### config.mk
export PLATFORM = sky130hd
export DESIGN_NAME = ialc_ctrl
export DESIGN_NICKNAME = d
export VERILOG_FILES = /design/src/core/ialc_pkg.sv /design/src/core/ialc_ctrl.sv
export SDC_FILE = /design/constraint.sdc
export NUM_CORES = 1
export LEC_CHECK = 0
export ABC_AREA = 0
export BUFFER_PORTS_ARGS = -buffer_cell sky130_fd_sc_hd__buf_4
export CAP_MARGIN = 0
export CORE_UTILIZATION = 50
export DETAILED_ROUTE_END_ITERATION = 8
export GPL_TIMING_DRIVEN = 0
export PLACE_DENSITY = 0.68
export SLEW_MARGIN = 20
export SYNTH_ARGS = -nofsm -noshare
export SYNTH_HDL_FRONTEND = slang
export SYNTH_SLANG_ARGS = --single-unit
export TNS_END_PERCENT = 1
### constraint.sdc
create_clock -name sys_clk -period 5.81 [get_ports sys_clk]
set_clock_uncertainty 0.15 [all_clocks]
set_input_delay 0.581 -clock sys_clk [delete_from_list [all_inputs] [get_ports sys_clk]]
set_output_delay 0.581 -clock sys_clk [all_outputs]
set_load 0.005 [all_outputs]
### src/core/ialc_pkg.sv
// Purpose: Shared constants and types of the interlock teach and lock control
// Assumes: 50 MHz system clock, plain register port with 4-bit byte address
// Notes:   Long intervals are held here in their own units and as cycle counts
package ialc_pkg;
    localparam longint unsigned CLK_HZ         = 50_000_000;
    localparam longint unsigned TEACH_SHOW_S   = 10;
    localparam longint unsigned OFF_REQ_MIN    = 5;
    localparam longint unsigned INHIBIT_MIN    = 10;
    localparam longint unsigned SLOW_FLASH_HZ  = 1;
    localparam longint unsigned FAST_FLASH_HZ  = 3;
    localparam longint unsigned TEACH_CYC      = TEACH_SHOW_S * CLK_HZ;
    localparam longint unsigned OFF_REQ_CYC    = OFF_REQ_MIN * 60 * CLK_HZ;
    localparam longint unsigned INHIBIT_CYC    = INHIBIT_MIN * 60 * CLK_HZ;
    localparam longint unsigned SLOW_HALF_CYC  = CLK_HZ / (2 * SLOW_FLASH_HZ);
    localparam longint unsigned FAST_HALF_CYC  = CLK_HZ / (2 * FAST_FLASH_HZ);
    localparam int              FAULT_PULSES   = 5;
    localparam int              TW             = 36;
    localparam int              CODE_W         = 16;
    // Arbitrary value standing for the factory standard actuator code
    localparam logic [15:0]     STD_CODE       = 16'h5A5A;

    localparam logic [3:0]      ADDR_CTRL      = 4'h0;
    localparam logic [3:0]      ADDR_STATUS    = 4'h4;
    localparam logic [3:0]      ADDR_IRQ_STAT  = 4'h8;
    localparam logic [3:0]      ADDR_IRQ_MASK  = 4'hC;
    localparam logic [3:0]      CTRL_RESET     = 4'h0;
    localparam logic [3:0]      MASK_RESET     = 4'h0;
    localparam int              IRQ_TEACH      = 0;
    localparam int              IRQ_ABORT      = 1;
    localparam int              IRQ_STORED     = 2;
    localparam int              IRQ_RELEASED   = 3;

    // Bit 0 individual coding, 1 re-teachable, 2 power-to-lock, 3 door-open outputs
    typedef struct packed {
        logic doorOpenVariant;
        logic powerToLock;
        logic reteachableVariant;
        logic individualCoding;
    } ialc_ctrl_t;

    typedef struct packed {
        logic green;
        logic red;
        logic yellow;
    } ialc_led_t;

    typedef enum logic [2:0] {
        ST_OFF     = 3'b000,
        ST_RUN     = 3'b001,
        ST_TEACH   = 3'b011,
        ST_REQOFF  = 3'b010,
        ST_CONFIRM = 3'b110,
        ST_INHIBIT = 3'b111,
        ST_FAULT   = 3'b101
    } ialc_state_t;

    function automatic logic ialc_hit(input logic [3:0] a, input logic [3:0] r);
        return a == r;
    endfunction : ialc_hit
endpackage : ialc_pkg

### src/core/ialc_ctrl.sv
// Purpose: Teach-in, enabling inhibit, lock drive and safety output control
// Assumes: supplyOn models the operating voltage; stored code survives its loss
// Notes:   Notes on behaviour below; rst stands for the factory state
`timescale 1ns/1ps
`default_nettype none
module ialc_ctrl
    import ialc_pkg::*;
#(
    parameter longint unsigned TEACH_CYC_P   = TEACH_CYC,
    parameter longint unsigned OFF_REQ_CYC_P = OFF_REQ_CYC,
    parameter longint unsigned INHIBIT_CYC_P = INHIBIT_CYC,
    parameter longint unsigned SLOW_HALF_P   = SLOW_HALF_CYC,
    parameter longint unsigned FAST_HALF_P   = FAST_HALF_CYC
) (
    input  wire logic              sys_clk,
    input  wire logic              rst,
    input  wire logic [3:0]        regAddr,
    input  wire logic [31:0]       regWrData,
    input  wire logic              regWr,
    input  wire logic              regRd,
    output logic      [31:0]       regRdData,
    output logic                   irq,
    input  wire logic              supplyOn,
    input  wire logic              actuatorPresent,
    input  wire logic [CODE_W-1:0] actuatorCode,
    input  wire logic              lockCmd,
    input  wire logic              safety_input_first,
    input  wire logic              safety_input_second,
    output logic                   lockEngaged,
    output logic                   safety_output_first,
    output logic                   safety_output_second,
    output ialc_led_t              led
);
    localparam logic [TW-1:0] TEACH_END   = TW'(TEACH_CYC_P - 1);
    localparam logic [TW-1:0] OFF_REQ_END = TW'(OFF_REQ_CYC_P - 1);
    localparam logic [TW-1:0] INHIB_END   = TW'(INHIBIT_CYC_P - 1);
    localparam logic [TW-1:0] SLOW_END    = TW'(SLOW_HALF_P - 1);
    localparam logic [TW-1:0] FAST_END    = TW'(FAST_HALF_P - 1);
    localparam logic [3:0]    FAULT_EDGES = 4'(2 * FAULT_PULSES);

    ialc_ctrl_t          ctrl_q;
    logic [3:0]          irqMask_q;
    logic [3:0]          irqStat_q;
    logic [3:0]          irqEvt;
    ialc_state_t         state_q;
    ialc_state_t         state_d;
    logic                supplyPrev_q;
    logic [TW-1:0]       timer_q;
    logic [TW-1:0]       slowCnt_q;
    logic [TW-1:0]       fastCnt_q;
    logic                slowPhase_q;
    logic                fastPhase_q;
    logic [3:0]          faultEdges_q;
    logic [CODE_W-1:0]   storedCode_q;
    logic                codeValid_q;
    logic                learnedOnce_q;
    logic [CODE_W-1:0]   teachCode_q;
    logic [CODE_W-1:0]   pendingCode_q;
    logic                pendingValid_q;
    logic                inhibitPending_q;
    logic                teachArmed_q;
    logic                powerUp;
    logic                codeMatch;
    logic                mayTeach;
    logic                lockNow;
    logic                outEnable;
    logic                slowTick;
    logic                fastTick;

    assign powerUp = supplyOn & ~supplyPrev_q;
    assign slowTick = slowCnt_q == SLOW_END;
    assign fastTick = fastCnt_q == FAST_END;

    // True in the cycle in which the machine leaves one state for another
    function automatic logic step(input ialc_state_t src, input ialc_state_t dst);
        return state_q == src && state_d == dst;
    endfunction : step

    always_comb begin
        if (ctrl_q.individualCoding) begin
            codeMatch = codeValid_q && actuatorCode == storedCode_q;
        end else begin
            codeMatch = actuatorCode == STD_CODE;
        end
    end

    // One-time units refuse once paired; re-teachable ones accept again whenever teaching is armed
    assign mayTeach = ctrl_q.individualCoding & teachArmed_q
                    & (ctrl_q.reteachableVariant | ~learnedOnce_q);

    always_comb begin
        state_d = state_q;
        case (state_q)
            ST_OFF: begin
                if (powerUp) begin
                    if (pendingValid_q) begin
                        state_d = ST_CONFIRM;
                    end else if (inhibitPending_q) begin
                        state_d = ST_INHIBIT;
                    end else begin
                        state_d = ST_RUN;
                    end
                end
            end
            ST_RUN: begin
                if (actuatorPresent && !codeMatch && mayTeach) begin
                    state_d = ST_TEACH;
                end
            end
            ST_TEACH: begin
                if (!actuatorPresent) begin
                    state_d = ST_RUN;
                end else if (timer_q == TEACH_END) begin
                    state_d = ST_REQOFF;
                end
            end
            ST_REQOFF: begin
                if (timer_q == OFF_REQ_END) begin
                    state_d = ST_FAULT;
                end
            end
            ST_CONFIRM: begin
                if (actuatorPresent && actuatorCode == pendingCode_q) begin
                    state_d = ST_INHIBIT;
                end
            end
            ST_INHIBIT: begin
                if (timer_q == INHIB_END && actuatorPresent && codeMatch) begin
                    state_d = ST_RUN;
                end
            end
            ST_FAULT: begin
                state_d = ST_FAULT;
            end
            default: begin
                state_d = ST_OFF;
            end
        endcase
        if (!supplyOn) begin
            state_d = ST_OFF;
        end
    end

    always_ff @(posedge sys_clk) begin
        if (rst) begin
            state_q      <= ST_OFF;
            supplyPrev_q <= 1'b0;
        end else begin
            state_q      <= state_d;
            supplyPrev_q <= supplyOn;
        end
    end

    // Holds at the inhibit end, so the teach and off-request counts must stay below it
    // Saturating interval timer, restarted on each state change and power-up
    always_ff @(posedge sys_clk) begin
        if (rst || !supplyOn || state_d != state_q) begin
            timer_q <= '0;
        end else if (timer_q != INHIB_END && timer_q != '1) begin
            timer_q <= timer_q + TW'(1);
        end
    end

    always_ff @(posedge sys_clk) begin
        if (rst || !supplyOn) begin
            slowCnt_q   <= '0;
            fastCnt_q   <= '0;
            slowPhase_q <= 1'b0;
            fastPhase_q <= 1'b0;
        end else begin
            slowCnt_q   <= slowTick ? '0 : slowCnt_q + TW'(1);
            fastCnt_q   <= fastTick ? '0 : fastCnt_q + TW'(1);
            slowPhase_q <= slowPhase_q ^ slowTick;
            fastPhase_q <= fastPhase_q ^ fastTick;
        end
    end

    // Count half periods of the slow flash to give exactly five red pulses
    always_ff @(posedge sys_clk) begin
        if (rst || state_q != ST_FAULT) begin
            faultEdges_q <= '0;
        end else if (slowTick && faultEdges_q != FAULT_EDGES) begin
            faultEdges_q <= faultEdges_q + 4'h1;
        end
    end

    // Pairing memory; only rst clears it, supply loss does not
    always_ff @(posedge sys_clk) begin
        if (rst) begin
            storedCode_q     <= '0;
            codeValid_q      <= 1'b0;
            learnedOnce_q    <= 1'b0;
            teachCode_q      <= '0;
            pendingCode_q    <= '0;
            pendingValid_q   <= 1'b0;
            inhibitPending_q <= 1'b0;
        end else begin
            if (state_q == ST_RUN && state_d == ST_TEACH) begin
                teachCode_q <= actuatorCode;
            end
            if (state_q == ST_TEACH && state_d == ST_REQOFF) begin
                pendingCode_q  <= teachCode_q;
                pendingValid_q <= 1'b1;
            end
            if (state_q == ST_REQOFF && state_d == ST_FAULT) begin
                pendingValid_q <= 1'b0;
            end
            if (state_q == ST_CONFIRM && state_d == ST_INHIBIT) begin
                storedCode_q     <= pendingCode_q;
                codeValid_q      <= 1'b1;
                learnedOnce_q    <= 1'b1;
                pendingValid_q   <= 1'b0;
                inhibitPending_q <= 1'b1;
            end
            if (state_q == ST_INHIBIT && state_d == ST_RUN) begin
                inhibitPending_q <= 1'b0;
            end
        end
    end

    // Teaching is only offered to the first actuator seen after a power-up
    always_ff @(posedge sys_clk) begin
        if (rst) begin
            teachArmed_q <= 1'b0;
        end else if (powerUp) begin
            teachArmed_q <= 1'b1;
        end else if (state_q == ST_RUN && actuatorPresent) begin
            teachArmed_q <= 1'b0;
        end
    end

    assign lockNow = ctrl_q.powerToLock ? lockCmd : ~lockCmd;

    always_comb begin
        outEnable = state_q == ST_RUN && supplyOn && actuatorPresent && codeMatch
                    && safety_input_first && safety_input_second;
        if (!ctrl_q.doorOpenVariant) begin
            outEnable = outEnable && lockNow;
        end
    end
    // In the door-open variant releasing the lock does not drop the outputs; the actuator leaving does

    always_ff @(posedge sys_clk) begin
        if (rst) begin
            lockEngaged          <= 1'b0;
            safety_output_first  <= 1'b0;
            safety_output_second <= 1'b0;
        end else begin
            lockEngaged          <= supplyOn & lockNow;
            safety_output_first  <= outEnable;
            safety_output_second <= outEnable;
        end
    end

    always_ff @(posedge sys_clk) begin
        if (rst) begin
            led <= '0;
        end else begin
            case (state_q)
                ST_OFF: begin
                    led <= '0;
                end
                ST_TEACH: begin
                    led <= '{green: 1'b0, red: 1'b1, yellow: slowPhase_q};
                end
                ST_REQOFF: begin
                    led <= '{green: 1'b0, red: 1'b1, yellow: fastPhase_q};
                end
                ST_CONFIRM: begin
                    led <= '{green: 1'b0, red: 1'b1, yellow: 1'b0};
                end
                ST_INHIBIT: begin
                    led <= '{green: slowPhase_q, red: 1'b0, yellow: 1'b0};
                end
                ST_FAULT: begin
                    led <= '{green: 1'b1, red: faultEdges_q[0],
                             yellow: 1'b0};
                end
                default: begin
                    led <= '{green: 1'b1, red: 1'b0,
                             yellow: actuatorPresent & (lockNow | slowPhase_q)};
                end
            endcase
        end
    end

    // Software hears about the transitions of the teach sequence only
    always_comb begin
        irqEvt = '0;
        irqEvt[IRQ_TEACH]    = step(ST_RUN, ST_TEACH);
        irqEvt[IRQ_ABORT]    = step(ST_REQOFF, ST_FAULT);
        irqEvt[IRQ_STORED]   = step(ST_CONFIRM, ST_INHIBIT);
        irqEvt[IRQ_RELEASED] = step(ST_INHIBIT, ST_RUN);
    end

    always_ff @(posedge sys_clk) begin
        if (rst) begin
            ctrl_q    <= CTRL_RESET;
            irqMask_q <= MASK_RESET;
        end else if (regWr) begin
            if (ialc_hit(regAddr, ADDR_CTRL)) begin
                ctrl_q <= regWrData[3:0];
            end
            if (ialc_hit(regAddr, ADDR_IRQ_MASK)) begin
                irqMask_q <= regWrData[3:0];
            end
        end
    end

    // A new event in the clearing cycle wins over the write-one clear
    always_ff @(posedge sys_clk) begin
        if (rst) begin
            irqStat_q <= '0;
        end else if (regWr && ialc_hit(regAddr, ADDR_IRQ_STAT)) begin
            irqStat_q <= (irqStat_q & ~regWrData[3:0]) | irqEvt;
        end else begin
            irqStat_q <= irqStat_q | irqEvt;
        end
    end

    assign irq = |(irqStat_q & irqMask_q);

    always_ff @(posedge sys_clk) begin
        if (rst) begin
            regRdData <= '0;
        end else if (regRd) begin
            case (regAddr)
                ADDR_CTRL: begin
                    regRdData <= {28'h0000000, ctrl_q};
                end
                ADDR_STATUS: begin
                    regRdData <= {20'h00000, inhibitPending_q, pendingValid_q,
                                  learnedOnce_q, codeValid_q, lockEngaged,
                                  safety_output_first, led, state_q};
                end
                ADDR_IRQ_STAT: begin
                    regRdData <= {28'h0000000, irqStat_q};
                end
                ADDR_IRQ_MASK: begin
                    regRdData <= {28'h0000000, irqMask_q};
                end
                default: begin
                    regRdData <= '0;
                end
            endcase
        end else begin
            regRdData <= '0;
        end
    end
endmodule : ialc_ctrl
`default_nettype wire

==> metrics.txt <==
# TYPE chip_impl_metric gauge
chip_impl_info{name="run_status",value="finished clean"} 1
chip_impl_metric{name="initial_drt_pass_iterations",unit=""} 5
chip_impl_metric{name="fin_tns_setup",unit="ns"} 0
chip_impl_metric{name="setup_violating_endpoint_count_in_the_final_report",unit=""} 0
chip_impl_info{name="crit_path_end_kind",value="register"} 1
chip_impl_metric{name="route.final.wire_length",unit="mm"} 22.1
chip_impl_info{name="ys_top_cells_by_area",value="sky130_fd_sc_hd__dfxtp_1, sky130_fd_sc_hd__xor2_1, sky130_fd_sc_hd__nor2_1"} 1
chip_impl_info{name="yosysTopAreaCell",value="sky130_fd_sc_hd__dfxtp_1"} 1
chip_impl_metric{name="post_synth.cell_area_avg",unit="µm²"} 8.65
chip_impl_metric{name="wire_length_of_the_first_global_routing_pass",unit="mm"} 37.3
chip_impl_metric{name="power-per-cell-area",unit="nW/µm²"} 246
chip_impl_metric{name="initialDrtViolationCount",unit=""} 640
chip_impl_metric{name="die_y",unit="µm"} 141
chip_impl_metric{name="place_congestion",unit=""} 0.907
chip_impl_metric{name="io-pin-count",unit=""} 100
chip_impl_metric{name="ys_async_sr_fraction",unit=""} 0
chip_impl_metric{name="final_nets",unit=""} 1265
chip_impl_metric{name="number_of_synthesized_register_bits",unit=""} 198
chip_impl_info{name="synthMostInstantiatedCell",value="sky130_fd_sc_hd__dfxtp_1"} 1
chip_impl_metric{name="clkLatencyLatePin",unit="ns"} 0.43
chip_impl_metric{name="clock_sinks",unit=""} 198
chip_impl_metric{name="netlist_instances",unit=""} 1112
chip_impl_metric{name="sequential_area_share_after_synthesis",unit=""} 0.412
chip_impl_metric{name="synth_warnings",unit=""} 0
chip_impl_metric{name="antenna_cells",unit=""} 0
chip_impl_metric{name="grt_util_all_layers",unit=""} 0.234
chip_impl_metric{name="first_global_vias",unit=""} 7552
chip_impl_metric{name="antenna_violating_nets_post_route",unit=""} 0
chip_impl_metric{name="final_period_minus_worst_setup_slack",unit="ns"} 3.42
chip_impl_metric{name="drive_gt1_frac",unit=""} 0.108
chip_impl_metric{name="detailed_place_hpwl",unit="mm"} 15.9
chip_impl_metric{name="cts_setup_buffers",unit=""} 0
chip_impl_metric{name="max_cap_violations",unit=""} 0
chip_impl_metric{name="fp.coreArea",unit="µm²"} 18800
chip_impl_metric{name="vias_per_cell",unit=""} 5.51
chip_impl_metric{name="antenna_found_initial",unit=""} 0
chip_impl_metric{name="fmax",unit="MHz"} 293
chip_impl_metric{name="floorplan.die_area",unit="µm²"} 19800
chip_impl_metric{name="number_of_synthesized_flops_with_an_enable_pin",unit=""} 0
chip_impl_metric{name="finalHoldViolCount",unit=""} 0
chip_impl_metric{name="power.sequential.fraction",unit=""} 0.507
chip_impl_metric{name="rows",unit=""} 50
chip_impl_info{name="crit_path_start_kind",value="register"} 1
chip_impl_metric{name="clock_buffer_count_from_cts",unit=""} 17
chip_impl_metric{name="worstMarginPinSlew",unit="ns"} 0.932
chip_impl_metric{name="switching_pwr",unit="mW"} 0.595
chip_impl_metric{name="cp_data_required_time",unit="ns"} 6.00
chip_impl_metric{name="dieWidth",unit="µm"} 141
chip_impl_metric{name="p_comb_frac",unit=""} 0.044
chip_impl_info{name="grt_setup_unrepaired",value="no"} 1
chip_impl_metric{name="cts-root-to-sink-buffers",unit=""} 2
chip_impl_info{name="yosys_most_used_dff",value="sky130_fd_sc_hd__dfxtp_1"} 1
chip_impl_info{name="timing_worst_setup_path_type",value="reg -> reg"} 1
chip_impl_metric{name="dr_drc_count",unit=""} 0
chip_impl_info{name="tritoncts",value="yes"} 1
chip_impl_metric{name="synthesis.area",unit="µm²"} 9620
chip_impl_metric{name="power.share.clock",unit=""} 0.450
chip_impl_metric{name="vdd.ir_drop.worst",unit="µV"} 196
chip_impl_metric{name="finalCritPeriodShare",unit=""} 0.588
chip_impl_metric{name="crit_path_max_fanout",unit=""} 10
chip_impl_metric{name="path_clk_slew",unit="ns"} 0.07
chip_impl_metric{name="cts_repair_resized_insts",unit=""} 0
chip_impl_metric{name="leakage",unit="nW"} 3.83
chip_impl_metric{name="crit_arrival",unit="ns"} 3.61
chip_impl_metric{name="grt_max_degree",unit=""} 17
chip_impl_info{name="root_buffer",value="sky130_fd_sc_hd__clkbuf_16"} 1
chip_impl_metric{name="cts_hold_repair.buffers",unit=""} 0
chip_impl_metric{name="routed-via-count",unit=""} 7956
chip_impl_metric{name="power.internal",unit="mW"} 2.10
chip_impl_metric{name="slew_violations",unit=""} 0
chip_impl_metric{name="syn2layout_area_growth",unit="%"} 13.8
chip_impl_metric{name="netlist.area_leader.share",unit=""} 0.412
chip_impl_metric{name="start_util",unit=""} 0.513
chip_impl_info{name="synth.cells.most_frequent",value="sky130_fd_sc_hd__dfxtp_1, sky130_fd_sc_hd__nor2_1, sky130_fd_sc_hd__xor2_1"} 1
chip_impl_metric{name="total_power",unit="mW"} 2.69
chip_impl_info{name="worstHoldPathType",value="in -> reg"} 1
chip_impl_metric{name="worst_slew_margin_relative_to_its_limit",unit=""} 0.373
chip_impl_metric{name="io_buffer_count",unit=""} 48
chip_impl_metric{name="switching_share",unit=""} 0.221
chip_impl_metric{name="globalRouteOverflowTotal",unit=""} 0
chip_impl_metric{name="avgRoutedWirePerCell",unit="µm"} 15.3
chip_impl_metric{name="h_tree_depth",unit=""} 4
chip_impl_metric{name="synthDistinctLibCells",unit=""} 67
[power groups by stage]
| stage | clock network [mW] | logic, mW | registers (mW) |
|---|---|---|---|
| 5_1_grt | 1.28 | 0.130 | 1.37 |
| 3_5_place_dp | 0 | 0.117 | 1.40 |
| 6_report | 1.21 | 0.118 | 1.37 |
| 2_1_floorplan | 0 | 0.0695 | 1.40 |
| 4_1_cts | 1.23 | 0.117 | 1.36 |
| 3_3_place_gp | 0 | 0.117 | 1.40 |
[kinds of logic (layout without fill, tap and decap cells)]
| logic type | Yosys count | count (layout) | synth area share |
|---|---|---|---|
| AOI/OAI and AO/OA | 102 | 102 | 0.0661 |
| xor gates and xnor gates | 134 | 134 | 0.122 |
| adders and majority gates | 6 | 6 | 0.00780 |
| buffers and inverters | 95 | 173 | 0.0493 |
| DFF | 198 | 198 | 0.412 |
| muxes | 41 | 41 | 0.0479 |
| other | 1 | 20 | 0.000390 |
| and+or+nand+nor | 535 | 535 | 0.295 |
[sequential cells by signal, summed over array words and instances, names as in the netlist, 3 cells and up]
signal and count:
led 3, pendingCode_q 16, regRdData 11, slowCnt_q 36, storedCode_q 16, irqMask_q 4, ctrl_q 4, timer_q 36
state_q 3, fastCnt_q 36, irqStat_q 4, faultEdges_q 4, teachCode_q 16
[per-stage QoR]
step / hold WS, ns / utilization / worst slack [ns] / cells / cell area, µm²
4_1_cts: 0.245 / 0.583 / 2.44 / 1443 / 10900
5_1_grt: 0.272 / 0.583 / 2.12 / 1443 / 10900
6_report: 0.256 / 0.583 / 2.39 / 1443 / 10900
3_3_place_gp: 0.293 / 0.551 / 2.48 / 1413 / 10300
2_1_floorplan: 0.291 / - / 2.97 / 1131 / 9690
3_5_place_dp: 0.300 / 0.551 / 2.46 / 1413 / 10300
[area by class of cell]
class / instances / area [µm²]
well taps: 234 / 293
flip-flops and latches: 198 / 3960
multi-input cells: 838 / 5260
fillers: 1688 / 7820
clock inverters: 9 / 144
plain buffers: 73 / 392
clock buffers: 21 / 450
inverters: 22 / 82.6
repair buffers: 48 / 360
[cells in the final DEF (no fill, tap or decap), drive strengths merged, types with 15 or more instances in the layout]
cell and n:
nor3 56, a21oi 38, nor2 144, nand3 58, nand4 42, nand2 64, xor2 76, xnor2 58
dfxtp 198, mux2i 37, inv 24, nor4 39, conb 20, nand2b 38, buf 83, and2 15
o21ai 34, clkbuf 59
[per-layer routing]
| metal | GRT usage | share of wire | vias to the layer above |
|---|---|---|---|
| li1 | - | - | 4011 |
| met2 | 0.366 | 0.44 | 219 |
| met4 | 0.0618 | 0.011 | 0 |
| met5 | 0 | 0 | - |
| met1 | 0.330 | 0.50 | 3707 |
| met3 | 0.0425 | 0.053 | 19 |
[worst max-delay path: stages, from the launching register on]
cell	delay [ns]
sky130_fd_sc_hd__dfxtp_1	0.36
sky130_fd_sc_hd__clkbuf_1	0.39
sky130_fd_sc_hd__clkinv_1	0.39
sky130_fd_sc_hd__nor2_1	0.36
sky130_fd_sc_hd__nand2_1	0.15
sky130_fd_sc_hd__a31oi_1	0.43
sky130_fd_sc_hd__nor3b_1	0.11
sky130_fd_sc_hd__nand4b_2	0.42
sky130_fd_sc_hd__clkbuf_1	0.33
sky130_fd_sc_hd__nor3_1	0.23
[worst paths after layout]
kind,startpoint,endpoint,slack (ns),depth (start not counted)
worst max-delay path,state_q[1],timer_q[8],2.39,9
worst min-delay path,regWrData[2],ctrl_q[2],0.26,3
worst max register to register,state_q[1],timer_q[8],2.39,9
worst min register to register,teachCode_q[7],pendingCode_q[7],0.31,2
Note: power is estimated with default switching activity, not from simulation.
